### src/rtl/rrc_pkg.sv
// Shared constants and types for the reset and stop-recovery sequencer.
// Assumes a single 125 MHz APB clock; nothing else is shared.
`default_nettype none
package rrc_pkg;

  // Clock and pin filter timing
  localparam int unsigned CLK_PERIOD_NS   = 8;
  localparam int unsigned STOP_GLITCH_NS  = 12;
  // Least time, so round up to whole cycles
  localparam int unsigned STOP_PIN_CYC    = (STOP_GLITCH_NS + CLK_PERIOD_NS - 1) / CLK_PERIOD_NS;
  localparam int unsigned RUN_PIN_CYC     = 4;
  localparam int unsigned PIN_CNT_W       = 3;

  // Reset latency in internal oscillator cycles
  localparam int unsigned LAT_SHORT_IOSC  = 66;
  localparam int unsigned LAT_LONG_IOSC   = 5000;
  localparam int unsigned LAT_W           = 13;

  // APB register byte addresses
  localparam int unsigned ADDR_W          = 12;
  localparam logic [11:0] ADDR_CAUSE      = 12'h000;
  localparam logic [11:0] ADDR_OPTION     = 12'h004;
  localparam logic [11:0] ADDR_DEBUG_CTL  = 12'h008;
  localparam logic [11:0] ADDR_STATE      = 12'h00C;
  localparam logic [11:0] ADDR_LATENCY    = 12'h010;

  // Reset cause field: bits 7..4 of its register
  localparam int unsigned CAUSE_LSB       = 4;
  localparam logic [3:0]  CAUSE_POWER     = 4'h8;
  localparam logic [3:0]  CAUSE_STOP      = 4'h4;
  localparam logic [3:0]  CAUSE_WATCHDOG  = 4'h2;
  localparam logic [3:0]  CAUSE_PIN       = 4'h1;
  localparam logic [3:0]  CAUSE_RESET     = 4'h8;

  // Option register fields
  localparam int unsigned OPT_XTAL        = 0;
  localparam int unsigned OPT_WD_ACTION   = 1;
  localparam int unsigned OPT_BO_KEEP     = 2;
  localparam logic [7:0]  OPT_MASK        = 8'h07;
  localparam logic [7:0]  OPT_RESET       = 8'h02;

  // Debugger control register field
  localparam int unsigned DEBUG_RST_BIT   = 0;

  // State register fields
  localparam int unsigned ST_IN_RESET     = 0;
  localparam int unsigned ST_PIN_LEVEL    = 1;
  localparam int unsigned ST_SUPPLY_OK    = 2;
  localparam int unsigned ST_RECOVERY     = 3;
  localparam int unsigned ST_WAIT_PIN     = 4;

  // Synchroniser lanes
  localparam int unsigned SY_PIN          = 0;
  localparam int unsigned SY_SUPPLY       = 1;
  localparam int unsigned SY_BROWN        = 2;
  localparam int unsigned SY_DEBUG        = 3;
  localparam int unsigned SY_W            = 4;
  localparam logic [3:0]  SY_RESET        = 4'h9;

  // Reset vector locations
  localparam logic [15:0] VEC_ADDR_LO     = 16'h0002;
  localparam logic [15:0] VEC_ADDR_HI     = 16'h0003;

  typedef enum logic [1:0] {st_run, st_supply, st_count, st_pin} rrc_state_type;
  typedef enum logic [1:0] {k_sys, k_pin, k_smr} rrc_kind_type;

endpackage
`default_nettype wire

### src/rtl/rrc_reset_ctrl.sv
// Reset and stop-recovery sequencer with APB status and option registers.
// Assumes APB on pclk; analog detectors, watchdog and GPIO logic sit outside.
//
// Our own choices: register access over APB and the register addresses.
`default_nettype none
module rrc_reset_ctrl
#(
  parameter int unsigned IOSC_DIV  = 1,                      // pclk cycles per osc cycle
  parameter int unsigned LAT_SHORT = rrc_pkg::LAT_SHORT_IOSC, // Plain latency, osc cycles
  parameter int unsigned LAT_LONG  = rrc_pkg::LAT_LONG_IOSC   // Crystal latency, osc cycles
)
(
  input  wire logic        pclk,                        // System clock
  input  wire logic        presetn,                     // Async reset, active low
  input  wire logic [11:0] paddr,                       // APB address
  input  wire logic        psel,                        // APB select
  input  wire logic        penable,                     // APB enable
  input  wire logic        pwrite,                      // APB direction
  input  wire logic [31:0] pwdata,                      // APB write data
  output logic      [31:0] prdata,                      // APB read data
  output logic             pready,                      // APB ready
  output logic             pslverr,                     // APB error
  input  wire logic        supply_good,                 // Supply above power-on level
  input  wire logic        brownout_detector,           // Supply below safe level
  input  wire logic        watchdog_timeout,            // Watchdog time-out pulse
  input  wire logic        stop_mode,                   // Device is in stop mode
  input  wire logic        stop_wake_event,             // Enabled GPIO transition pulse
  input  wire logic        debug_serial_pin,            // Debug pin level, low = reset in stop mode
  input  wire logic        shared_reset_port_pin_i,     // Reset pin level
  output logic             shared_reset_port_pin_o,     // Reset pin drive value
  output logic             shared_reset_port_pin_oe_n,  // Reset pin drive enable, low
  output logic             cpu_reset_n,                 // CPU held in reset, low
  output logic             ctl_reg_reset_n,             // Control regs and GPIO reset, low
  output logic             watchdog_osc_reset_n,        // Watchdog/osc control reset, low
  output logic             clk_src_iosc_force,          // Select internal oscillator
  output logic             xtal_run_en,                 // Crystal oscillator enable
  output logic             brownout_enable,             // Brown-out detector enable
  output logic             vector_fetch,                // One-cycle vector fetch strobe
  output logic      [15:0] vector_addr_lo,              // Vector low byte location
  output logic      [15:0] vector_addr_hi,              // Vector high byte location
  output logic             watchdog_irq                 // Watchdog interrupt pulse
);

  localparam int unsigned DIV_W = (IOSC_DIV < 2) ? 1 : $clog2(IOSC_DIV);

  if (IOSC_DIV < 1)
  begin : g_bad_div
    $error("IOSC_DIV must be at least 1");
  end
  if (LAT_SHORT < 1 || LAT_SHORT > LAT_LONG)
  begin : g_bad_short
    $error("LAT_SHORT must be 1 .. LAT_LONG");
  end
  if (LAT_LONG >= (1 << rrc_pkg::LAT_W))
  begin : g_bad_long
    $error("LAT_LONG does not fit the latency counter");
  end

  typedef struct packed {
    rrc_pkg::rrc_state_type          st;
    rrc_pkg::rrc_kind_type           kind;
    logic [rrc_pkg::LAT_W-1:0]       lat;
    logic [DIV_W-1:0]                div;
    logic [rrc_pkg::PIN_CNT_W-1:0]   low_cnt;
    logic [3:0]                      cause;
    logic [7:0]                      opt;
    logic                            debug_req;
    logic                            vec_go;
    logic                            wd_irq;
    logic [31:0]                     rdata;
    logic                            slverr;
  } rrc_ctl_type;

  localparam rrc_ctl_type CTL_RESET = '{
    st:        rrc_pkg::st_supply,
    kind:      rrc_pkg::k_sys,
    lat:       '0,
    div:       '0,
    low_cnt:   '0,
    cause:     rrc_pkg::CAUSE_RESET,
    opt:       rrc_pkg::OPT_RESET,
    debug_req: 1'b0,
    vec_go:    1'b0,
    wd_irq:    1'b0,
    rdata:     '0,
    slverr:    1'b0
  };

  rrc_ctl_type                   r;
  rrc_ctl_type                   n;
  logic [rrc_pkg::SY_W-1:0]      sync_q;
  logic                          pin_hi;
  logic                          supply_ok;
  logic                          tick;
  logic                          bo_live;
  logic                          supply_bad;
  logic [rrc_pkg::PIN_CNT_W-1:0] pin_thr;
  logic                          pin_hit;
  logic                          in_reset;
  logic [rrc_pkg::LAT_W-1:0]     lat_load;
  logic                          setup;
  logic                          access;
  logic                          mapped;
  logic [31:0]                   rd_mux;

  // Raw pin levels are asynchronous to pclk
  rrc_sync
  #(
    .WIDTH     (rrc_pkg::SY_W),
    .RESET_VAL (rrc_pkg::SY_RESET)
  )
  u_sync
  (
    .clk   (pclk),
    .rst_n (presetn),
    .d     ({debug_serial_pin, brownout_detector, supply_good, shared_reset_port_pin_i}),
    .q     (sync_q)
  );

  assign pin_hi    = sync_q[rrc_pkg::SY_PIN];
  assign supply_ok = sync_q[rrc_pkg::SY_SUPPLY];
  assign tick      = (r.div == DIV_W'(IOSC_DIV - 1));
  assign bo_live   = !stop_mode || r.opt[rrc_pkg::OPT_BO_KEEP];
  assign supply_bad = !supply_ok || (sync_q[rrc_pkg::SY_BROWN] && bo_live);
  assign in_reset  = (r.st != rrc_pkg::st_run);

  // Stop mode only has the analog glitch filter, so the bar is lower
  assign pin_thr = stop_mode ? rrc_pkg::PIN_CNT_W'(rrc_pkg::STOP_PIN_CYC)
                             : rrc_pkg::PIN_CNT_W'(rrc_pkg::RUN_PIN_CYC);
  assign pin_hit = !pin_hi && (r.low_cnt >= pin_thr - rrc_pkg::PIN_CNT_W'(1));

  assign lat_load = r.opt[rrc_pkg::OPT_XTAL] ? rrc_pkg::LAT_W'(LAT_LONG - 1)
                                             : rrc_pkg::LAT_W'(LAT_SHORT - 1);

  assign setup  = psel && !penable;
  assign access = psel && penable;
  assign mapped = (paddr == rrc_pkg::ADDR_CAUSE) || (paddr == rrc_pkg::ADDR_OPTION) ||
                  (paddr == rrc_pkg::ADDR_DEBUG_CTL) || (paddr == rrc_pkg::ADDR_STATE) ||
                  (paddr == rrc_pkg::ADDR_LATENCY);

  always_comb
  begin
    rd_mux = '0;
    unique case (paddr)
      rrc_pkg::ADDR_CAUSE:
      begin
        rd_mux[rrc_pkg::CAUSE_LSB +: 4] = r.cause;
      end
      rrc_pkg::ADDR_OPTION:
      begin
        rd_mux[7:0] = r.opt;
      end
      rrc_pkg::ADDR_DEBUG_CTL:
      begin
        rd_mux[rrc_pkg::DEBUG_RST_BIT] = r.debug_req;
      end
      rrc_pkg::ADDR_STATE:
      begin
        rd_mux[rrc_pkg::ST_IN_RESET]  = in_reset;
        rd_mux[rrc_pkg::ST_PIN_LEVEL] = pin_hi;
        rd_mux[rrc_pkg::ST_SUPPLY_OK] = supply_ok;
        rd_mux[rrc_pkg::ST_RECOVERY]  = in_reset && (r.kind == rrc_pkg::k_smr);
        rd_mux[rrc_pkg::ST_WAIT_PIN]  = (r.st == rrc_pkg::st_pin);
      end
      rrc_pkg::ADDR_LATENCY:
      begin
        rd_mux[rrc_pkg::LAT_W-1:0] = r.lat;
      end
      default:
      begin
        rd_mux = '0;
      end
    endcase
  end

  always_comb
  begin
    logic                  go;
    rrc_pkg::rrc_kind_type go_kind;
    logic [3:0]            go_cause;
    go       = 1'b0;
    go_kind  = rrc_pkg::k_sys;
    go_cause = r.cause;
    n        = r;
    n.vec_go = 1'b0;
    n.wd_irq = 1'b0;
    n.div    = tick ? '0 : r.div + DIV_W'(1);

    // Read data is captured in the setup cycle, shown in the access cycle
    if (setup)
    begin
      n.rdata  = rd_mux;
      n.slverr = !mapped;
    end
    if (access && pwrite && paddr == rrc_pkg::ADDR_OPTION)
    begin
      n.opt = pwdata[7:0] & rrc_pkg::OPT_MASK;
    end
    if (access && pwrite && paddr == rrc_pkg::ADDR_DEBUG_CTL)
    begin
      n.debug_req = pwdata[rrc_pkg::DEBUG_RST_BIT];
    end
    // Clear only what was returned; a cause set meanwhile survives
    if (access && !pwrite && paddr == rrc_pkg::ADDR_CAUSE)
    begin
      n.cause = r.cause & ~r.rdata[rrc_pkg::CAUSE_LSB +: 4];
    end

    // Pin low-time counter, only meaningful while running
    if (r.st == rrc_pkg::st_run && !pin_hi)
    begin
      if (r.low_cnt != '1)
      begin
        n.low_cnt = r.low_cnt + rrc_pkg::PIN_CNT_W'(1);
      end
    end
    else
    begin
      n.low_cnt = '0;
    end

    unique case (r.st)
      rrc_pkg::st_run:
      begin
        if (pin_hit)
        begin
          go       = 1'b1;
          go_kind  = rrc_pkg::k_pin;
          go_cause = rrc_pkg::CAUSE_PIN;
        end
        else if ((!stop_mode && r.debug_req) || (stop_mode && !sync_q[rrc_pkg::SY_DEBUG]))
        begin
          go       = 1'b1;
          go_kind  = rrc_pkg::k_sys;
          go_cause = rrc_pkg::CAUSE_POWER;
        end
        else if (watchdog_timeout && stop_mode)
        begin
          go       = 1'b1;
          go_kind  = rrc_pkg::k_smr;
          go_cause = rrc_pkg::CAUSE_STOP | rrc_pkg::CAUSE_WATCHDOG;
        end
        else if (watchdog_timeout && r.opt[rrc_pkg::OPT_WD_ACTION])
        begin
          go       = 1'b1;
          go_kind  = rrc_pkg::k_sys;
          go_cause = rrc_pkg::CAUSE_WATCHDOG;
        end
        else if (stop_mode && stop_wake_event)
        begin
          go       = 1'b1;
          go_kind  = rrc_pkg::k_smr;
          go_cause = rrc_pkg::CAUSE_STOP;
        end
        // Interrupt-configured time-out keeps the watchdog flag as well
        if (watchdog_timeout && !r.opt[rrc_pkg::OPT_WD_ACTION])
        begin
          n.wd_irq = 1'b1;
          if (!go)
          begin
            n.cause = n.cause | rrc_pkg::CAUSE_WATCHDOG;
          end
        end
      end
      rrc_pkg::st_supply:
      begin
        if (!supply_bad)
        begin
          n.st  = rrc_pkg::st_count;
          n.lat = lat_load;
        end
      end
      rrc_pkg::st_count:
      begin
        if (tick)
        begin
          if (r.lat != '0)
          begin
            n.lat = r.lat - rrc_pkg::LAT_W'(1);
          end
          else if (r.kind == rrc_pkg::k_pin && !pin_hi)
          begin
            n.st = rrc_pkg::st_pin;
          end
          else
          begin
            n.st     = rrc_pkg::st_run;
            n.vec_go = 1'b1;
          end
        end
      end
      rrc_pkg::st_pin:
      begin
        if (pin_hi)
        begin
          n.st     = rrc_pkg::st_run;
          n.vec_go = 1'b1;
        end
      end
    endcase

    if (go)
    begin
      n.st    = rrc_pkg::st_count;
      n.kind  = go_kind;
      n.cause = go_cause;
      n.lat   = lat_load;
      if (go_kind != rrc_pkg::k_smr)
      begin
        n.debug_req = 1'b0;
      end
    end

    // Power trouble overrides everything and restarts the full sequence
    if (supply_bad)
    begin
      n.st        = rrc_pkg::st_supply;
      n.kind      = rrc_pkg::k_sys;
      n.cause     = rrc_pkg::CAUSE_POWER;
      n.vec_go    = 1'b0;
      n.debug_req = 1'b0;
    end
  end

  always_ff @(posedge pclk or negedge presetn)
  begin
    if (!presetn)
    begin
      r <= CTL_RESET;
    end
    else
    begin
      r <= n;
    end
  end

  assign pready  = 1'b1;
  assign prdata  = r.rdata;
  assign pslverr = r.slverr;

  // CPU held in every kind of reset; oscillators are never gated here
  assign cpu_reset_n          = !in_reset;
  // Stop recovery keeps control registers; debugger has no reset from here
  assign ctl_reg_reset_n      = !(in_reset && r.kind != rrc_pkg::k_smr);
  assign watchdog_osc_reset_n = !in_reset;
  assign clk_src_iosc_force   = in_reset;
  assign xtal_run_en          = r.opt[rrc_pkg::OPT_XTAL];
  assign brownout_enable      = bo_live;

  // Not driven for a pin reset: our own low would mask the release
  assign shared_reset_port_pin_o    = 1'b0;
  assign shared_reset_port_pin_oe_n = !((r.st == rrc_pkg::st_supply ||
                                         r.st == rrc_pkg::st_count) &&
                                        r.kind != rrc_pkg::k_pin);

  assign vector_fetch   = r.vec_go;
  assign vector_addr_lo = rrc_pkg::VEC_ADDR_LO;
  assign vector_addr_hi = rrc_pkg::VEC_ADDR_HI;
  assign watchdog_irq   = r.wd_irq;

endmodule // rrc_reset_ctrl
`default_nettype wire

### src/rtl/rrc_sync.sv
// Two-flop synchroniser, one lane per bit.
// Assumes the inputs change freely with respect to clk.
`default_nettype none
module rrc_sync
#(
  parameter int unsigned       WIDTH     = 1,
  parameter logic [WIDTH-1:0]  RESET_VAL = '0
)
(
  input  wire logic             clk,    // Sampling clock
  input  wire logic             rst_n,  // Async reset, active low
  input  wire logic [WIDTH-1:0] d,      // Raw inputs
  output logic      [WIDTH-1:0] q       // Synchronised outputs
);

  typedef struct packed {
    logic [WIDTH-1:0] s1;
    logic [WIDTH-1:0] s2;
  } rrc_sync_type;

  rrc_sync_type r;
  rrc_sync_type n;

  // First stage feeds only the second stage
  always_comb
  begin
    n    = r;
    n.s1 = d;
    n.s2 = r.s1;
  end

  always_ff @(posedge clk or negedge rst_n)
  begin
    if (!rst_n)
    begin
      r <= '{s1: RESET_VAL, s2: RESET_VAL};
    end
    else
    begin
      r <= n;
    end
  end

  assign q = r.s2;

endmodule // rrc_sync
`default_nettype wire

### config.mk
export PLATFORM = sky130hd
export DESIGN_NAME = rrc_reset_ctrl
export DESIGN_NICKNAME = d
export VERILOG_FILES = /design/src/rtl/rrc_pkg.sv /design/src/rtl/rrc_reset_ctrl.sv /design/src/rtl/rrc_sync.sv
export SDC_FILE = /design/constraint.sdc
export NUM_CORES = 1
export LEC_CHECK = 0
export BUFFER_PORTS_ARGS = -buffer_cell sky130_fd_sc_hd__buf_2
export CORE_UTILIZATION = 51
export CTS_CLUSTER_DIAMETER = 80
export CTS_CLUSTER_SIZE = 16
export DETAILED_ROUTE_END_ITERATION = 10
export PLACE_DENSITY = 0.83
export SYNTH_ARGS = -nofsm -noshare
export SYNTH_HDL_FRONTEND = slang
export SYNTH_SLANG_ARGS = --single-unit
### constraint.sdc
create_clock -name pclk -period 3.15 [get_ports pclk]
set_input_delay 0.4725 -clock pclk [delete_from_list [all_inputs] [get_ports pclk]]
set_output_delay 0.4725 -clock pclk [all_outputs]
set_load 0.01 [all_outputs]
==> metrics.txt <==
Yosys warning total 0; Filler cells 575; post_cts resized 0; CTS Buf Count 5; Layout area overhead 2.279%; final std cells w/o fill 476; crit-path leading delay family compound AO/OA/AOI/OAI gates; setup TNS 0 ps; Max IR drop VDD 0.2580 mV; Post-synth ARST share 100.0%; die area 0.007007 mm^2; register area 0.001310 mm^2; max_slew headroom 41.17%; Die W 83.71 um; TritonCTS clock tree done; Cell Pwr Density 523.2 mW/mm^2; sequential power share 46.7%; Int Pwr 1.140 mW; max cap viols 0; placed cells 468; beginning of the worst register-to-register path r[68]$_DFFE_PN0P_; top cells by area, synth dfrtp_1 (33%), buf_4 (15%), dfstp_2 (5.4%); crit share post-route 85.61%; Post-Synth Simple-Gate Area 18.85%; largest net degree at the start of global routing 29; RSZ-0062 raised after global routing false; synthesized area 0.003405 mm^2; top cell type's share of synthesized area 33.08%; Yosys top cell by area dfrtp_1; R2R Path End r[54]$_DFFE_PN0P_; synth unique cells 57; post-route ant nets 0; # DRC 0; most frequent cells after synthesis buf_4 (67), dfrtp_1 (45), nand2_1 (37), a21oi_1 (23), nor2_1 (21); mux contribution to synthesized area 3.344%; starting density of the core 53.31%; worst endpoint required time 3310 ps; Vias 2660; largest family of logic cells by synthesized area simple AND/OR/NAND/NOR gates; DR pass1 iterations 5; Die Ht 83.71 um; final WL 7065 um; CP Buf/Inv Count 2; HPWL after detailed placement 5311 um; Syn Inst Count 368; ys flop type dfrtp_1; Final Max Slew Viols 0; Clock Sinks 52; nets 464; area of the multi-input gates 0.001663 mm^2; Leak Pwr 1.637 nW; Net Switching 681.9 uW; pre-CTS worst setup slack 536.7 ps; clock tree buffer depth 2; clock power share 21.9%; Inserted Diodes 0; CP max stage cell o32ai_1; post-route worst setup slack 453.3 ps; Critical Path Start r[68]$_DFFE_PN0P_; Worst-Margin Slew 879.7 ps; Max Fclk 370.8 MHz; Tot GR Track Use 20.87%; first-pass GRT wire length 11850 um; Hold Buf Count CTS 0; CP Capture Type flop; slowest stage delay, CP 810 ps; vias in the first global route 2475; final hold vios 0; Yosys reg bits 52; clock latency at the later pin of the worst-skew pair 310 ps; r2r setup slk 450 ps; Worst Reg-to-Reg Cells 7; Final setup violation count 0; Layout Skew 13.64 ps; CTS H-tree lvls 2; mean routed wirelength per cell 14.84 um; fraction of final layout cells sized beyond drive strength 1 21.55%; crit-path max FO 6; area of the core 0.006386 mm^2; Top cell by count, worst path inv_1; Hold Crit Class input port to async pin; Root Buffer clkbuf_8; Core Rows 29; syn avg cell area 9.251 um^2; crit-path cells inv_1, ha_1, inv_1, o32ai_1, a31o_2, nor2b_1, a21oi_1; Post-Synth XOR/XNOR Area 0.2573%; CP Class flop to flop; Compound-Gate Fraction of Synth Area 16.87%; most frequent cell after synthesis buf_4; vias per cell 5.588; post-CTS repair timing setup buffer count 0; CP Launch Type flop; I/O Buffers 49; Comb pwr share 31.4%; number of synthesized flops with an enable pin 0; Overflow after GRT 0; status completed; Seq/Total Area, Yosys 38.48%; crit path DAT 2850 ps; initial antenna violation count 0; GP Congestion 0.8971; Top Ports 132; First DRT Iteration DRCs 290; clock period minus worst slack 2697 ps; synthesized-area fraction occupied by adder cells 3.675%; net switching share of the total power 37.43%; clock transition at the registers of the reported paths 90 ps
==> cell usage in the layout (no fill, tap or decap), types with 7 or more instances in the layout <==
| cell | count |
|---|---|
| a21oi_1 | 23 |
| a31oi_1 | 8 |
| buf_2 | 49 |
| conb_1 | 53 |
| dfrtp_1 | 45 |
| dfstp_2 | 7 |
| ha_1 | 10 |
| inv_1 | 11 |
| mux2i_1 | 8 |
| nand2_1 | 37 |
| nand2b_1 | 7 |
| nor2_1 | 21 |
| o21ai_0 | 18 |
==> per-layer routing <==
layer	GRT usage (%)	up-vias	wire (um)
li1	-	1242	-
met1	27.79	1254	3065
met2	33.41	149	3316
met3	4.055	15	562
met4	8.475	0	122
met5	0	-	0
==> how the worst max path moves through the flow <==
stage	to	slack [ps]	cells after the start
final	r[54]$_DFFE_PN0P_	450	7
after global placement	r[64]$_DFFE_PN0P_	610	7
after floorplan	r[46]$_DFFE_PN0P_	1140	6
after detailed placement	r[54]$_DFFE_PN0P_	540	7
after CTS	r[54]$_DFFE_PN0P_	510	7
after global routing	r[54]$_DFFE_PN0P_	250	7
==> logic make-up (layout without fill, tap and decap cells) <==
family / Yosys count / in the layout
AOI/OAI and AO/OA: 89 / 89
other: 2 / 53
buffers and inverters: 92 / 72
muxes: 11 / 11
xor gates and xnor gates: 1 / 1
DFF: 52 / 52
adders and majority gates: 10 / 10
and+or+nand+nor: 111 / 111
==> stage by stage <==
stage | hold slack [ps] | util (%) | instance area, um^2 | power (mW)
after global placement | 335.0 | 53.02 | 3386 | 1.391
after global routing | 167.5 | 54.53 | 3482 | 1.935
final | 146.7 | 54.53 | 3482 | 1.822
after floorplan | 176.9 | - | 3596 | 1.310
after CTS | 166.9 | 54.53 | 3482 | 1.818
after detailed placement | 336.3 | 53.02 | 3386 | 1.420
==> state kept, by name, summed over array words and instances (netlist names) <==
name / count
r: 27
prdata: 13
u_sync.n: 4
u_sync.q: 4
pslverr: 1
vector_fetch: 1
watchdog_irq: 1
xtal_run_en: 1
==> layout make-up <==
type	count	share of cell area [%]
clock buffers	6	2.372
flip-flops and latches	52	37.62
well taps	77	2.767
inverters	11	1.186
clock inverters	2	0.3953
multi-input cells	275	47.75
repair buffers	53	7.905
==> power groups by stage <==
| stage | sequential (mW) | clock (mW) | combinational [mW] |
|---|---|---|---|
| detailed placement | 0.858 | 0 | 0.562 |
| global placement | 0.851 | 0 | 0.540 |
| finish | 0.851 | 0.398 | 0.572 |
| global route | 0.862 | 0.439 | 0.635 |
| CTS | 0.846 | 0.405 | 0.567 |
| floorplan | 0.816 | 0 | 0.495 |
No activity file was read; power rests on OpenSTA's default activity.
